[src/include/spm_regs.svh]
// Register offsets, field positions, reset values and timing counts for
// the serial port 0 and upper address pin routing block.
// Assumes a 16-bit word-addressed IO space and a 16-bit register bus.
`ifndef SPM_REGS_SVH
`define SPM_REGS_SVH

// Word offsets in the IO space.
`define SPM_ROUTE_OFS      16'h1c00
`define SPM_BOOT_OFS       16'h1c7e

// Field positions inside the routing register.
`define SPM_CLK_BIT        15
`define SPM_SP0_HI         9
`define SPM_SP0_LO         8
`define SPM_ADDR_HI        5
`define SPM_ADDR_LO        2

// Field position of the capture flag in the boot readback word.
`define SPM_BOOT_DONE_BIT  15

// Reset values of the writable fields.
`define SPM_CLK_RST        1'h0
`define SPM_SP0_RST        2'h0
`define SPM_ADDR_RST       4'hf

// Clock edges after reset release at which the boot pins are sampled.
`define SPM_BOOT_DELAY     4'ha
`define SPM_CNT_STEP       4'h1

`endif

[src/include/spm_pkg.sv]
// Types shared by the pin routing block and its serial port 0 multiplexer leaf.
// Assumes spm_regs.svh is included by every file that needs constants.
package spm_pkg;

  // Serial port 0 routing choice, in field encoding order 00 to 11.
  typedef enum logic [1:0] {
    SP0_CARD,
    SP0_AUDIO,
    SP0_GPIO,
    SP0_BSP
  } spm_sp0_mode_t;

  // Boot pin capture sequence after reset.
  typedef enum logic {
    BOOT_WAIT,
    BOOT_DONE
  } spm_boot_state_t;

endpackage

[src/spm_sp0_mux.sv]
// Combinational selector between the four functions of serial port 0.
// Assumes the caller registers every output before it reaches a pin.
module spm_sp0_mux (
  // Routing choice.
  input  wire spm_pkg::spm_sp0_mode_t mode,
  input  wire logic                   clk_choice,
  // Function side drives.
  input  wire logic [5:0]             card_out,
  input  wire logic [5:0]             card_oe,
  input  wire logic [3:0]             audio_out,
  input  wire logic [3:0]             audio_oe,
  input  wire logic [5:0]             gpio_out,
  input  wire logic [5:0]             gpio_oe,
  input  wire logic [5:0]             bsp_out,
  input  wire logic [5:0]             bsp_oe,
  // Pin side.
  input  wire logic [5:0]             pin_in,
  output logic      [5:0]             pin_out,
  output logic      [5:0]             pin_oe,
  // Function side receives.
  output logic      [5:0]             card_in,
  output logic      [3:0]             audio_in,
  output logic      [5:0]             gpio_in,
  output logic      [5:0]             bsp_in,
  output logic                        bsp_clks_in
);
  import spm_pkg::*;

  // Unselected functions see zero so that no stale pin level leaks in.
  always_comb begin
    pin_out     = 6'h00;
    pin_oe      = 6'h00;
    card_in     = 6'h00;
    audio_in    = 4'h0;
    gpio_in     = 6'h00;
    bsp_in      = 6'h00;
    bsp_clks_in = 1'b0;
    unique case (mode)
      SP0_CARD: begin
        pin_out = card_out;
        pin_oe  = card_oe;
        card_in = pin_in;
      end
      SP0_AUDIO: begin
        pin_out = {gpio_out[5:4], audio_out};
        pin_oe  = {gpio_oe[5:4], audio_oe};
        audio_in = pin_in[3:0];
        gpio_in  = {pin_in[5:4], 4'h0};
      end
      SP0_GPIO: begin
        pin_out = gpio_out;
        pin_oe  = gpio_oe;
        gpio_in = pin_in;
      end
      SP0_BSP: begin
        // The shared pin carries either the receive clock or the source.
        if (clk_choice) begin
          pin_out     = {1'b0, bsp_out[4:0]};
          pin_oe      = {1'b0, bsp_oe[4:0]};
          bsp_in      = {1'b0, pin_in[4:0]};
          bsp_clks_in = pin_in[5];
        end else begin
          pin_out = bsp_out;
          pin_oe  = bsp_oe;
          bsp_in  = pin_in;
        end
      end
    endcase
  end

endmodule

[src/spm_addr_mux.sv]
// Combinational selector for the four upper address pins.
// Assumes the caller registers every output before it reaches a pin.
module spm_addr_mux (
  // Per-pin choice, one selects the general-purpose function.
  input  wire logic [3:0] sel,
  // Forces general-purpose pins to input while the straps are sampled.
  input  wire logic       gp_hold,
  // Address and general-purpose drives.
  input  wire logic [3:0] addr_out,
  input  wire logic [3:0] gp_out,
  input  wire logic [3:0] gp_oe,
  // Pin side and general-purpose receive.
  input  wire logic [3:0] pin_in,
  output logic      [3:0] pin_out,
  output logic      [3:0] pin_oe,
  output logic      [3:0] gp_in
);

  // Each pin is chosen on its own bit; index 3 is address 20.
  always_comb begin
    pin_out = 4'h0;
    pin_oe  = 4'h0;
    gp_in   = 4'h0;
    for (int i = 0; i < 4; i++) begin
      if (sel[i]) begin
        pin_out[i] = gp_out[i];
        pin_oe[i]  = gp_oe[i] & ~gp_hold;
        gp_in[i]   = pin_in[i];
      end else begin
        pin_out[i] = addr_out[i];
        pin_oe[i]  = 1'b1;
      end
    end
  end

endmodule

[src/spm_pin_route.sv]
// Pin routing block for serial port 0 and upper external address pins,
// with its routing register, boot strap capture and readback.
// Assumes a single clock, a synchronous active-low reset, inputs that
// are already synchronous to clk, and a simple strobe register port.
//
// Design decisions made here: the placing of the registers and the address-and-strobe port.
`include "spm_regs.svh"

module spm_pin_route #(
  parameter int AW = 16
) (
  // Clock and reset.
  input  wire logic          clk,
  input  wire logic          rst_n,
  // Register port.
  input  wire logic [AW-1:0] reg_addr,
  input  wire logic [15:0]   reg_wdata,
  input  wire logic          reg_wr,
  input  wire logic          reg_rd,
  output logic      [15:0]   reg_rdata,
  // Memory card function.
  input  wire logic [5:0]    card_out,
  input  wire logic [5:0]    card_oe,
  output logic      [5:0]    card_in,
  // Audio serial function.
  input  wire logic [3:0]    audio_out,
  input  wire logic [3:0]    audio_oe,
  output logic      [3:0]    audio_in,
  // General-purpose pins 5 to 0.
  input  wire logic [5:0]    gpio_out,
  input  wire logic [5:0]    gpio_oe,
  output logic      [5:0]    gpio_in,
  // Buffered serial function.
  input  wire logic [5:0]    bsp_out,
  input  wire logic [5:0]    bsp_oe,
  output logic      [5:0]    bsp_in,
  output logic               bsp_clks_in,
  // Serial port 0 pins.
  input  wire logic [5:0]    sp0_pin_in,
  output logic      [5:0]    sp0_pin_out,
  output logic      [5:0]    sp0_pin_oe,
  // Memory address 20 to 17 and general-purpose pins 26 to 23.
  input  wire logic [3:0]    ext_mem_addr_out,
  input  wire logic [3:0]    gp_hi_out,
  input  wire logic [3:0]    gp_hi_oe,
  output logic      [3:0]    gp_hi_in,
  // Upper address pins.
  input  wire logic [3:0]    addr_pin_in,
  output logic      [3:0]    addr_pin_out,
  output logic      [3:0]    addr_pin_oe,
  // Boot method straps.
  output logic      [3:0]    boot_method,
  output logic               boot_done
);
  import spm_pkg::*;

  // True when the bus address selects the given word.
  function automatic logic spm_hit(input logic [AW-1:0] a,
                                   input logic [15:0]   ofs);
    spm_hit = (a == AW'(ofs));
  endfunction

  // Packs the stored fields into the readback word.
  function automatic logic [15:0] spm_pack(input logic          ck,
                                           input spm_sp0_mode_t m,
                                           input logic [3:0]    s);
    logic [15:0] w;
    w = 16'h0000;
    w[`SPM_CLK_BIT]               = ck;
    w[`SPM_SP0_HI:`SPM_SP0_LO]    = m;
    w[`SPM_ADDR_HI:`SPM_ADDR_LO]  = s;
    spm_pack = w;
  endfunction

  // Routing register fields and their next values.
  logic              clk_choice_ff;   // Shared clock pin choice.
  logic              nxt_clk_choice;
  spm_sp0_mode_t     sp0_mode_ff;     // Serial port 0 routing.
  spm_sp0_mode_t     nxt_sp0_mode;
  logic [3:0]        addr_sel_ff;     // One bit per upper address pin.
  logic [3:0]        nxt_addr_sel;

  // Read data register and its next value.
  logic [15:0]       rdata_ff;
  logic [15:0]       nxt_rdata;

  // Boot capture sequence.
  spm_boot_state_t   boot_state_ff;
  spm_boot_state_t   nxt_boot_state;
  logic [3:0]        boot_cnt_ff;     // Edges seen since reset release, held at ten after the capture.
  logic [3:0]        nxt_boot_cnt;
  logic [3:0]        boot_method_ff;  // Latched strap levels.
  logic [3:0]        nxt_boot_method;

  // Leaf outputs, registered below before they reach any port.
  logic [5:0]        mx_sp0_out;
  logic [5:0]        mx_sp0_oe;
  logic [5:0]        mx_card_in;
  logic [3:0]        mx_audio_in;
  logic [5:0]        mx_gpio_in;
  logic [5:0]        mx_bsp_in;
  logic              mx_bsp_clks;
  logic [3:0]        mx_addr_out;
  logic [3:0]        mx_addr_oe;
  logic [3:0]        mx_gp_hi_in;

  // Registered pin and function side values.
  logic [5:0]        sp0_out_ff;
  logic [5:0]        sp0_oe_ff;
  logic [5:0]        card_in_ff;
  logic [3:0]        audio_in_ff;
  logic [5:0]        gpio_in_ff;
  logic [5:0]        bsp_in_ff;
  logic              bsp_clks_ff;
  logic [3:0]        addr_out_ff;
  logic [3:0]        addr_oe_ff;
  logic [3:0]        gp_hi_in_ff;

  // General-purpose pins stay inputs until the straps are taken.
  logic              gp_hold;

  // Register write decode. Only the routing word is writable; the
  // reserved bits and the fields kept by other blocks are dropped here.
  always_comb begin
    nxt_clk_choice = clk_choice_ff;
    nxt_sp0_mode   = sp0_mode_ff;
    nxt_addr_sel   = addr_sel_ff;
    if (reg_wr && spm_hit(reg_addr, `SPM_ROUTE_OFS)) begin
      nxt_clk_choice = reg_wdata[`SPM_CLK_BIT];
      nxt_sp0_mode   =
        spm_sp0_mode_t'(reg_wdata[`SPM_SP0_HI:`SPM_SP0_LO]);
      // Bits 7:6 have no storage, so writing them changes nothing.
      nxt_addr_sel   = reg_wdata[`SPM_ADDR_HI:`SPM_ADDR_LO];
    end
  end

  // Routing register storage with its reset values.
  always_ff @(posedge clk) begin
    if (!rst_n) begin
      clk_choice_ff <= `SPM_CLK_RST;
      sp0_mode_ff   <= spm_sp0_mode_t'(`SPM_SP0_RST);
      addr_sel_ff   <= `SPM_ADDR_RST;
    end else begin
      clk_choice_ff <= nxt_clk_choice;
      sp0_mode_ff   <= nxt_sp0_mode;
      addr_sel_ff   <= nxt_addr_sel;
    end
  end

  // Read decode. An unmapped address and an idle cycle both give zero.
  always_comb begin
    nxt_rdata = 16'h0000;
    if (reg_rd) begin
      if (spm_hit(reg_addr, `SPM_ROUTE_OFS)) begin
        // Reserved bits 7:6 are never set by the packer.
        nxt_rdata = spm_pack(clk_choice_ff, sp0_mode_ff,
                             addr_sel_ff);
      end else if (spm_hit(reg_addr, `SPM_BOOT_OFS)) begin
        nxt_rdata                     = {12'h000, boot_method_ff};
        nxt_rdata[`SPM_BOOT_DONE_BIT] = (boot_state_ff == BOOT_DONE);
      end
    end
  end

  // Read data register; the word stands only in the cycle after a read.
  always_ff @(posedge clk) begin
    if (!rst_n) begin
      rdata_ff <= 16'h0000;
    end else begin
      rdata_ff <= nxt_rdata;
    end
  end

  // Boot strap capture. The counter starts at the first edge after reset
  // release and the pins are latched on the tenth. The straps are read
  // raw, so a board must hold them steady over that window.
  always_comb begin
    nxt_boot_state  = boot_state_ff;
    nxt_boot_cnt    = boot_cnt_ff;
    nxt_boot_method = boot_method_ff;
    unique case (boot_state_ff)
      BOOT_WAIT: begin
        nxt_boot_cnt = boot_cnt_ff + `SPM_CNT_STEP;
        if (nxt_boot_cnt == `SPM_BOOT_DELAY) begin
          nxt_boot_method = addr_pin_in;
          nxt_boot_state  = BOOT_DONE;
        end
      end
      BOOT_DONE: begin
        // Latched value holds until the next reset.
        nxt_boot_cnt = boot_cnt_ff;
      end
    endcase
  end

  // Boot capture storage.
  always_ff @(posedge clk) begin
    if (!rst_n) begin
      boot_state_ff  <= BOOT_WAIT;
      boot_cnt_ff    <= 4'h0;
      boot_method_ff <= 4'h0;
    end else begin
      boot_state_ff  <= nxt_boot_state;
      boot_cnt_ff    <= nxt_boot_cnt;
      boot_method_ff <= nxt_boot_method;
    end
  end

  // General-purpose drivers are held off until the straps are taken,
  // so the pins stay inputs from reset through the capture.
  assign gp_hold = (boot_state_ff == BOOT_WAIT);

  // The leaves see the next routing values, so the pins follow a write
  // on the very next cycle even though every port is registered. The
  // data themselves pass with one cycle of latency.
  spm_sp0_mux u_sp0 (
    .mode        (nxt_sp0_mode),
    .clk_choice  (nxt_clk_choice),
    .card_out    (card_out),
    .card_oe     (card_oe),
    .audio_out   (audio_out),
    .audio_oe    (audio_oe),
    .gpio_out    (gpio_out),
    .gpio_oe     (gpio_oe),
    .bsp_out     (bsp_out),
    .bsp_oe      (bsp_oe),
    .pin_in      (sp0_pin_in),
    .pin_out     (mx_sp0_out),
    .pin_oe      (mx_sp0_oe),
    .card_in     (mx_card_in),
    .audio_in    (mx_audio_in),
    .gpio_in     (mx_gpio_in),
    .bsp_in      (mx_bsp_in),
    .bsp_clks_in (mx_bsp_clks)
  );

  // Upper address pin selector, fed the same way.
  spm_addr_mux u_addr (
    .sel      (nxt_addr_sel),
    .gp_hold  (gp_hold),
    .addr_out (ext_mem_addr_out),
    .gp_out   (gp_hi_out),
    .gp_oe    (gp_hi_oe),
    .pin_in   (addr_pin_in),
    .pin_out  (mx_addr_out),
    .pin_oe   (mx_addr_oe),
    .gp_in    (mx_gp_hi_in)
  );

  // Pin register. No glitch guard is built in: a function switched while
  // running may see a partial transfer, which is why its clock must be
  // gated before the change and the function reset afterwards.
  always_ff @(posedge clk) begin
    if (!rst_n) begin
      sp0_out_ff  <= 6'h00;
      sp0_oe_ff   <= 6'h00;
      card_in_ff  <= 6'h00;
      audio_in_ff <= 4'h0;
      gpio_in_ff  <= 6'h00;
      bsp_in_ff   <= 6'h00;
      bsp_clks_ff <= 1'b0;
      addr_out_ff <= 4'h0;
      addr_oe_ff  <= 4'h0;
      gp_hi_in_ff <= 4'h0;
    end else begin
      sp0_out_ff  <= mx_sp0_out;
      sp0_oe_ff   <= mx_sp0_oe;
      card_in_ff  <= mx_card_in;
      audio_in_ff <= mx_audio_in;
      gpio_in_ff  <= mx_gpio_in;
      bsp_in_ff   <= mx_bsp_in;
      bsp_clks_ff <= mx_bsp_clks;
      addr_out_ff <= mx_addr_out;
      addr_oe_ff  <= mx_addr_oe;
      gp_hi_in_ff <= mx_gp_hi_in;
    end
  end

  // Every output comes straight from a flip-flop.
  assign reg_rdata    = rdata_ff;
  assign sp0_pin_out  = sp0_out_ff;
  assign sp0_pin_oe   = sp0_oe_ff;
  assign card_in      = card_in_ff;
  assign audio_in     = audio_in_ff;
  assign gpio_in      = gpio_in_ff;
  assign bsp_in       = bsp_in_ff;
  assign bsp_clks_in  = bsp_clks_ff;
  assign addr_pin_out = addr_out_ff;
  assign addr_pin_oe  = addr_oe_ff;
  assign gp_hi_in     = gp_hi_in_ff;
  assign boot_method  = boot_method_ff;
  assign boot_done    = (boot_state_ff == BOOT_DONE) ? 1'b1 : 1'b0;

endmodule

[config.mk]
export PLATFORM = sky130hd
export DESIGN_NAME = spm_pin_route
export DESIGN_NICKNAME = d
export VERILOG_FILES = /design/src/include/spm_pkg.sv /design/src/spm_sp0_mux.sv /design/src/spm_addr_mux.sv /design/src/spm_pin_route.sv
export VERILOG_INCLUDE_DIRS = /design/src /design/src/include
export SDC_FILE = /design/constraint.sdc
export NUM_CORES = 1
export LEC_CHECK = 0
export BUFFER_PORTS_ARGS = -buffer_cell sky130_fd_sc_hd__buf_2
export CELL_PAD_IN_SITES_DETAIL_PLACEMENT = 1
export CELL_PAD_IN_SITES_GLOBAL_PLACEMENT = 2
export CORE_AREA = 5 5 118 120
export DETAILED_ROUTE_END_ITERATION = 6
export DIE_AREA = 0 0 123 125
export GPL_ROUTABILITY_DRIVEN = 1
export PLACE_DENSITY = 0.88
export SLEW_MARGIN = 40
export SYNTH_ARGS = -nofsm -noshare
export SYNTH_HDL_FRONTEND = slang
export SYNTH_SLANG_ARGS = --single-unit
[constraint.sdc]
create_clock -name clk -period 2.7 [get_ports clk]
set_clock_uncertainty 0.15 [all_clocks]
set_input_delay 0.135 -clock clk [delete_from_list [all_inputs] [get_ports clk]]
set_output_delay 0.135 -clock clk [all_outputs]
set_load 0.02 [all_outputs]
# After elaboration in Yosys (flattened, before gate mapping)
# Index checks and enable logic that the tools add are counted.
[classes]
n_addsub = 1
n_eq_ne = 6
muxes = 22
bitwise = 9
n_reduce_logical = 15
[op_table]
columns = ["op", "count"]
rows = [
  ["6-bit one-hot mux with 4 select lines", 2],
  ["16-bit by 13-bit == test with 1-bit output, second input constant", 2],
  ["16-bit two-way mux", 2],
  ["2-bit AND reduction", 9],
  ["1-bit two-way mux", 12],
  ["6-bit two-way mux", 2],
  ["6-bit one-hot mux with 2 select lines", 1],
  ["4-bit two-way mux", 2],
  ["3-bit OR reduction", 2],
  ["1-bit NOT", 5],
  ["4-bit by 1-bit adder with 4-bit output, second input constant", 1],
  ["1-bit bitwise AND", 4],
  ["2-bit == test, second input constant", 2],
  ["4-bit == test, second input constant", 1],
  ["4-bit OR reduction", 1],
  ["3-bit AND reduction", 1],
  ["2-bit by 1-bit == test with 1-bit output, second input constant", 1],
  ["2-bit logical NOT", 1],
  ["2-bit two-way mux", 1],
  ["1-bit logical AND", 1],
]
[totals]
register_bits = 79
input_bits = 102
output_inout_bits = 68
elab_cells = 76

# Longest topological paths before layout
[logic_depth]
word_depth = 6
depth_mapped = 11
mapped_depth_nobuf = 9

# By module
# From an unflattened synthesis, not the netlist that was laid out.
[hier_totals]
cells_unflattened = 322
hier_area_um2 = 3086.7
[by_module_without_submodules]
columns = ["mod", "instances", "cells_each", "area_each_um2", "seq_area_each_um2"]
rows = [
  ["spm_pin_route", 1, 231, 2394.8, 1441.4],
  ["spm_sp0_mux", 1, 75, 566.8, 0.0],
  ["spm_addr_mux", 1, 16, 125.1, 0.0],
]

# Worst setup path after synthesis
# Ideal clock, no wire load.
[synth_timing]
path_kind = "input to register"
from = "in reg_addr[6]"
to = "reg sp0_oe_ff[2], in the netlist sp0_pin_oe[2]"
setup_ps = 128
arrival_time_ps = 2031
t_required_ps = 2422
setup_slack_ps = 392
path_stages = 11
n_path_buf = 2
cell_sequence = "nor4_4 and4_1 buf_4 nand3_1 and2_1 ha_1 clkbuf_1 a222oi_1 nor2_1 a21oi_1 nor2_1"
[synth_via]
elab_chain_len = 5
word_cells_on_any_way = 8
classes_between = "4 x eq/ne; 2 x mux; 2 x reduce/logical"
[synth_lines]
columns = ["item", "line_no", "text"]
rows = [
  ["start: declaration", "spm_pin_route.sv:16", "input wire logic [AW-1:0] reg_addr,"],
  ["16-bit by 13-bit == test with 1-bit output (*)", "spm_pin_route.sv:60", "spm_hit = (a == AW'(ofs));"],
  ["1-bit logical AND (*)", "spm_pin_route.sv:128", "if (reg_wr && spm_hit(reg_addr, `SPM_ROUTE_OFS)) begin"],
  ["2-bit two-way mux (*)", "spm_pin_route.sv:128", ""],
  ["2-bit == test, or another cell as far along", "spm_sp0_mux.sv:38", "unique case (mode)"],
  ["6-bit one-hot mux with 4 select lines (*)", "spm_sp0_mux.sv:38", ""],
  ["end signal: assignment", "spm_pin_route.sv:267", "sp0_oe_ff <= mx_sp0_oe;"],
  ["end: declaration", "spm_pin_route.sv:109", "logic [5:0] sp0_oe_ff;"],
]
# Mark *: on every way between the ends. The rest lies on a longest branch, timed or not.
# A chain may end at the register's enable or synchronous reset.

# Worst setup path in the final report
[layout_timing]
from = "in reg_addr[6]"
to = "reg sp0_out_ff[5], in the netlist sp0_pin_out[5]"
[layout_via]
elab_chain_len = 5
word_cells_on_any_way = 10
classes_between = "4 x eq/ne; 4 x mux; 2 x reduce/logical"
[layout_lines]
columns = ["item", "line_no", "text"]
rows = [
  ["16-bit by 13-bit == test with 1-bit output (*)", "spm_pin_route.sv:60", ""],
  ["1-bit logical AND (*)", "spm_pin_route.sv:128", ""],
  ["2-bit two-way mux (*)", "spm_pin_route.sv:128", ""],
  ["via nxt_sp0_mode[0]", "spm_pin_route.sv:79", "spm_sp0_mode_t nxt_sp0_mode;"],
  ["2-bit == test, or another cell as far along", "spm_sp0_mux.sv:38", ""],
  ["6-bit one-hot mux with 4 select lines (*)", "spm_sp0_mux.sv:38", ""],
  ["end signal: assignment", "spm_pin_route.sv:266", "sp0_out_ff <= mx_sp0_out;"],
  ["end: declaration", "spm_pin_route.sv:108", "logic [5:0] sp0_out_ff;"],
]
# Mark *: on every way through the listed nets, which the timed path passes. The rest lies on a longest branch.

==> results_tabular.tex <==
\begin{tabular}{lr}
\hline
Metric & Value \\
\hline
\multicolumn{2}{l}{\textbf{Status}} \\
Run status & complete, no violations \\
\multicolumn{2}{l}{\textbf{Min path}} \\
Path category of the worst min-delay check & input pin to register \\
Startpoint of the worst hold path & card\_oe[5] \\
Hold-critical path depth & 4 \\
End point of the worst hold path & sp0\_pin\_oe[5]\$\_SDFF\_PN0\_ \\
\multicolumn{2}{l}{\textbf{Timing}} \\
Time the final worst path needs with I/O delays and setup & 2.43 ns \\
Smallest hold slack & 0.0128 ns \\
Slew Limit Headroom & 58.8\% \\
Number of failing hold endpoints at the final stage & 0 \\
Number of pins exceeding their max-slew limit in the final report & 0 \\
Actual slew at the worst max-slew pin & 0.616 ns \\
Setup-failing EPs final & 0 \\
Setup repair after global routing missed its margin & no \\
Fmax & 412 MHz \\
Share of the clock period used by the worst path after layout & 89.9\% \\
\multicolumn{2}{l}{\textbf{Logic synthesis}} \\
Number of synthesized register bits & 72 \\
Most instantiated flip-flop cell in the synthesis netlist & dfxtp\_1 \\
Post-Syn Instances & 329 \\
Sequential element share of the synthesized area & 48.2\% \\
Synthesized cell area & 2990 um\^{}2 \\
Fraction of synthesized cell area taken by the top area cell type & 48.2\% \\
Cell type with the highest aggregate area in the netlist & dfxtp\_1 \\
Number of synthesized flops with an enable pin & 0 \\
Cells taking the most area after synthesis & dfxtp\_1, a21oi\_1, nor2\_1 \\
Post-synthesis async set-or-reset flop share & 0\% \\
Average cell area after synthesis & 9.09 um\^{}2 \\
Total of warnings raised by yosys & 0 \\
Count of different cell masters after synthesis & 43 \\
\multicolumn{2}{l}{\textbf{Cells and area}} \\
Post-route standard cell area excluding fillers & 4660 um\^{}2 \\
Post-Layout Cell Count & 707 \\
Final nets & 635 \\
Fill cell total of the finished layout & 1543 \\
Share of post-route cells with drive strength above 1 & 34.7\% \\
Area growth from synthesis to layout & 55.9\% \\
\multicolumn{2}{l}{\textbf{Place}} \\
Total half-perimeter wirelength after legalization and detailed placement & 8580 um \\
Gp weighted congestion & 0.799 \\
Placed Area & 3960 um\^{}2 \\
Count of placed standard cells including taps & 650 \\
Number of I/O port buffers & 153 \\
\multicolumn{2}{l}{\textbf{Critical path}} \\
Critical Path Start Type & input pin \\
Classification of the worst setup path & input pin to register \\
Required time at the worst-slack endpoint & 2.77 ns \\
Arrival time at the worst endpoint & 2.50 ns \\
Depth of the worst register-to-register path & 7 \\
Highest net fanout along the worst path & 12 \\
Destination of the worst register-to-register timing path & sp0\_pin\_out[5]\$\_SDFF\_PN0\_ \\
Crit end category & register \\
R2r startpoint & sp0\_mode\_ff[0]\$\_SDFF\_PN0\_ \\
Reg2Reg Setup Slack & 0.55 ns \\
\multicolumn{2}{l}{\textbf{Route}} \\
Count of routing violations after the opening detailed-route iteration & 129 \\
Via count & 3213 \\
DR vias/cell & 4.54 \\
Initial DRT Pass Iterations & 4 \\
Post-route DRC violation count & 0 \\
Routed wire length per instance & 16.1 um \\
Detailed-route wire length & 11400 um \\
Number of antenna-violating nets in the routed design & 0 \\
\multicolumn{2}{l}{\textbf{Floorplan}} \\
X dimension of the die & 123 um \\
Count of pins on the block boundary & 170 \\
Standard-cell rows & 42 \\
Die area & 15400 um\^{}2 \\
Die boundary height & 125 um \\
Starting utilization of the core area & 23.2\% \\
Floorplan Core Area & 12900 um\^{}2 \\
\multicolumn{2}{l}{\textbf{Global route}} \\
Number of antenna violations at the first check in global routing & 1 \\
Global-route wire length before repair & 17400 um \\
Maximum number of pins on one net before global-route repair & 25 \\
Aggregate global routing overflow & 0 \\
Vias in the first global route & 3445 \\
GRT Resource Usage Total & 14.3\% \\
\multicolumn{2}{l}{\textbf{Clock tree}} \\
Clock root buffer & clkbuf\_16 \\
CTS H-tree lvls & 3 \\
Total clock buffers created by CTS & 9 \\
Clk sink count & 72 \\
Worst-Skew Late Latency & 0.33 ns \\
Clk buf depth & 2 \\
TritonCTS clock tree & yes \\
Worst-path clk slew & 0.06 ns \\
\multicolumn{2}{l}{\textbf{Power and ir drop}} \\
Leak & 2.19 nW \\
Power Density & 547 nW/um\^{}2 \\
Worst voltage drop across the vdd grid & 274 uV \\
\multicolumn{2}{l}{\textbf{Run}} \\
Max Cap Violations & 0 \\
\hline
\end{tabular}
## worst max-delay path: stages
cell,delay (ns)
buf_2,0.12
nor4_4,0.34
nand4_2,0.17
o21ai_0,0.29
nand2_1,0.18
ha_1,0.41
nor2_1,0.32
a2bb2oi_1,0.25
nor2_1,0.06
a41o_1,0.21
## sequential cells by signal (all words and copies together) (netlist names), 6 cells and up
register     cells
sp0_pin_oe       6
card_in          6
reg_rdata        9
gpio_in          6
bsp_in           6
sp0_pin_out      6
## layout make-up
cell class / instances / area [um^2] / share of cell area, %
Clock buffer: 12 / 246 / 5.29
Sequential cell: 72 / 1440 / 30.9
Antenna cell: 1 / 2.50 / 0.0537
Clock inverter: 4 / 53.8 / 1.15
Tap cell: 176 / 220 / 4.72
Inverter: 5 / 18.8 / 0.403
Multi-Input combinational cell: 232 / 1420 / 30.5
Timing Repair Buffer: 205 / 1260 / 27.0
## what timing repair did
item | in CTS | in global routing
setup buffers | 0 | 0
hold buffers | 40 | 0
gates resized for setup | 0 | 0
hold endpoints to repair | 54 | 0
## cells in the final DEF, fill, tap and decap left out, drive strengths merged, types with 2 or more instances in the layout
cell | netlist | layout
a2bb2oi | 2 | 2
a222oi | 8 | 8
o2111ai | 4 | 4
nand3 | 19 | 19
buf | 13 | 165
nor2 | 31 | 31
and2 | 18 | 18
nand3b | 9 | 9
ha | 8 | 8
clkinvlp | 0 | 2
xor2 | 2 | 2
o211ai | 4 | 4
dlygate4sd3 | 0 | 40
nand4 | 4 | 4
a41o | 2 | 2
clkbuf | 13 | 12
dfxtp | 72 | 72
and3 | 17 | 17
nand2 | 23 | 23
a22o | 3 | 3
inv | 5 | 5
nor4b | 2 | 2
nand2b | 2 | 2
o21ai | 14 | 14
nor3 | 2 | 2
a21boi | 2 | 2
a311oi | 4 | 4
a21oi | 32 | 32
conb | 1 | 7
a211o | 4 | 4
## synth_stat cells, types with 2 or more instances
cell and instances:
a211o_1 4, a21boi_0 2, a21oi_1 32, a222oi_1 8, a22o_1 3, a2bb2oi_1 2, a311oi_1 4, a41o_1 2
and2_1 17, and3_1 17, buf_1 3, buf_2 2, buf_4 8, clkbuf_1 13, dfxtp_1 72, ha_1 8
inv_1 5, nand2_1 23, nand2b_1 2, nand3_1 19, nand3b_1 9, nand4_1 3, nor2_1 31, nor3_1 2
o2111ai_1 4, o211ai_1 4, o21ai_0 13, xor2_1 2
## stage by stage
stage	worst slack (ns)	util (%)	TNS [ns]	power [mW]
finish	0.273	36.2	0	2.55
global placement	0.0148	30.7	0	1.33
detailed placement	-0.124	30.7	-0.242	1.34
global route	0.0352	36.2	0	2.67
floorplan	0.392	-	0	1.22
CTS	0.224	36.2	0	2.59
## logic make-up after synthesis
kind of cell | after synthesis | share of synthesized area, %
AOI/OAI and AO/OA | 81 | 18.1
other | 1 | 0.125
adders and majority gates | 8 | 3.35
and+or+nand+nor | 133 | 24.3
DFF | 72 | 48.2
buffers and inverters | 31 | 4.98
xor gates and xnor gates | 3 | 0.879
## routing by layer
metal / global-route usage [%] / up-vias / share of wire, %
li1: - / 1559 / -
met1: 16.3 / 1523 / 41
met2: 25.5 / 119 / 49
met3: 3.70 / 12 / 7.7
met4: 4.69 / 0 / 1.6
met5: 0 / - / 0
## how the worst max path moves through the flow
stage                     slack, ns  depth (start not counted)                   endpoint         from
final                          0.27                         10  sp0_pin_out[5]$_SDFF_PN0_  reg_addr[6]
after global routing           0.04                         10   sp0_pin_oe[0]$_SDFF_PN0_  reg_addr[7]
after CTS                      0.22                         10  sp0_pin_out[5]$_SDFF_PN0_  reg_addr[6]
after detailed placement      -0.12                         10  sp0_pin_out[5]$_SDFF_PN0_  reg_addr[6]
after global placement         0.01                         10  sp0_pin_out[5]$_SDFF_PN0_  reg_addr[6]
after floorplan                0.39                         11   sp0_pin_oe[2]$_SDFF_PN0_  reg_addr[6]
## power breakdown
| group | internal, mW | switching (mW) | total (mW) |
|---|---|---|---|
| combinational | 0.124 | 0.129 | 0.253 |
| clock | 0.743 | 0.454 | 1.20 |
| sequential | 1.09 | 0.0126 | 1.10 |
Note: power is estimated with default switching activity, not from simulation.
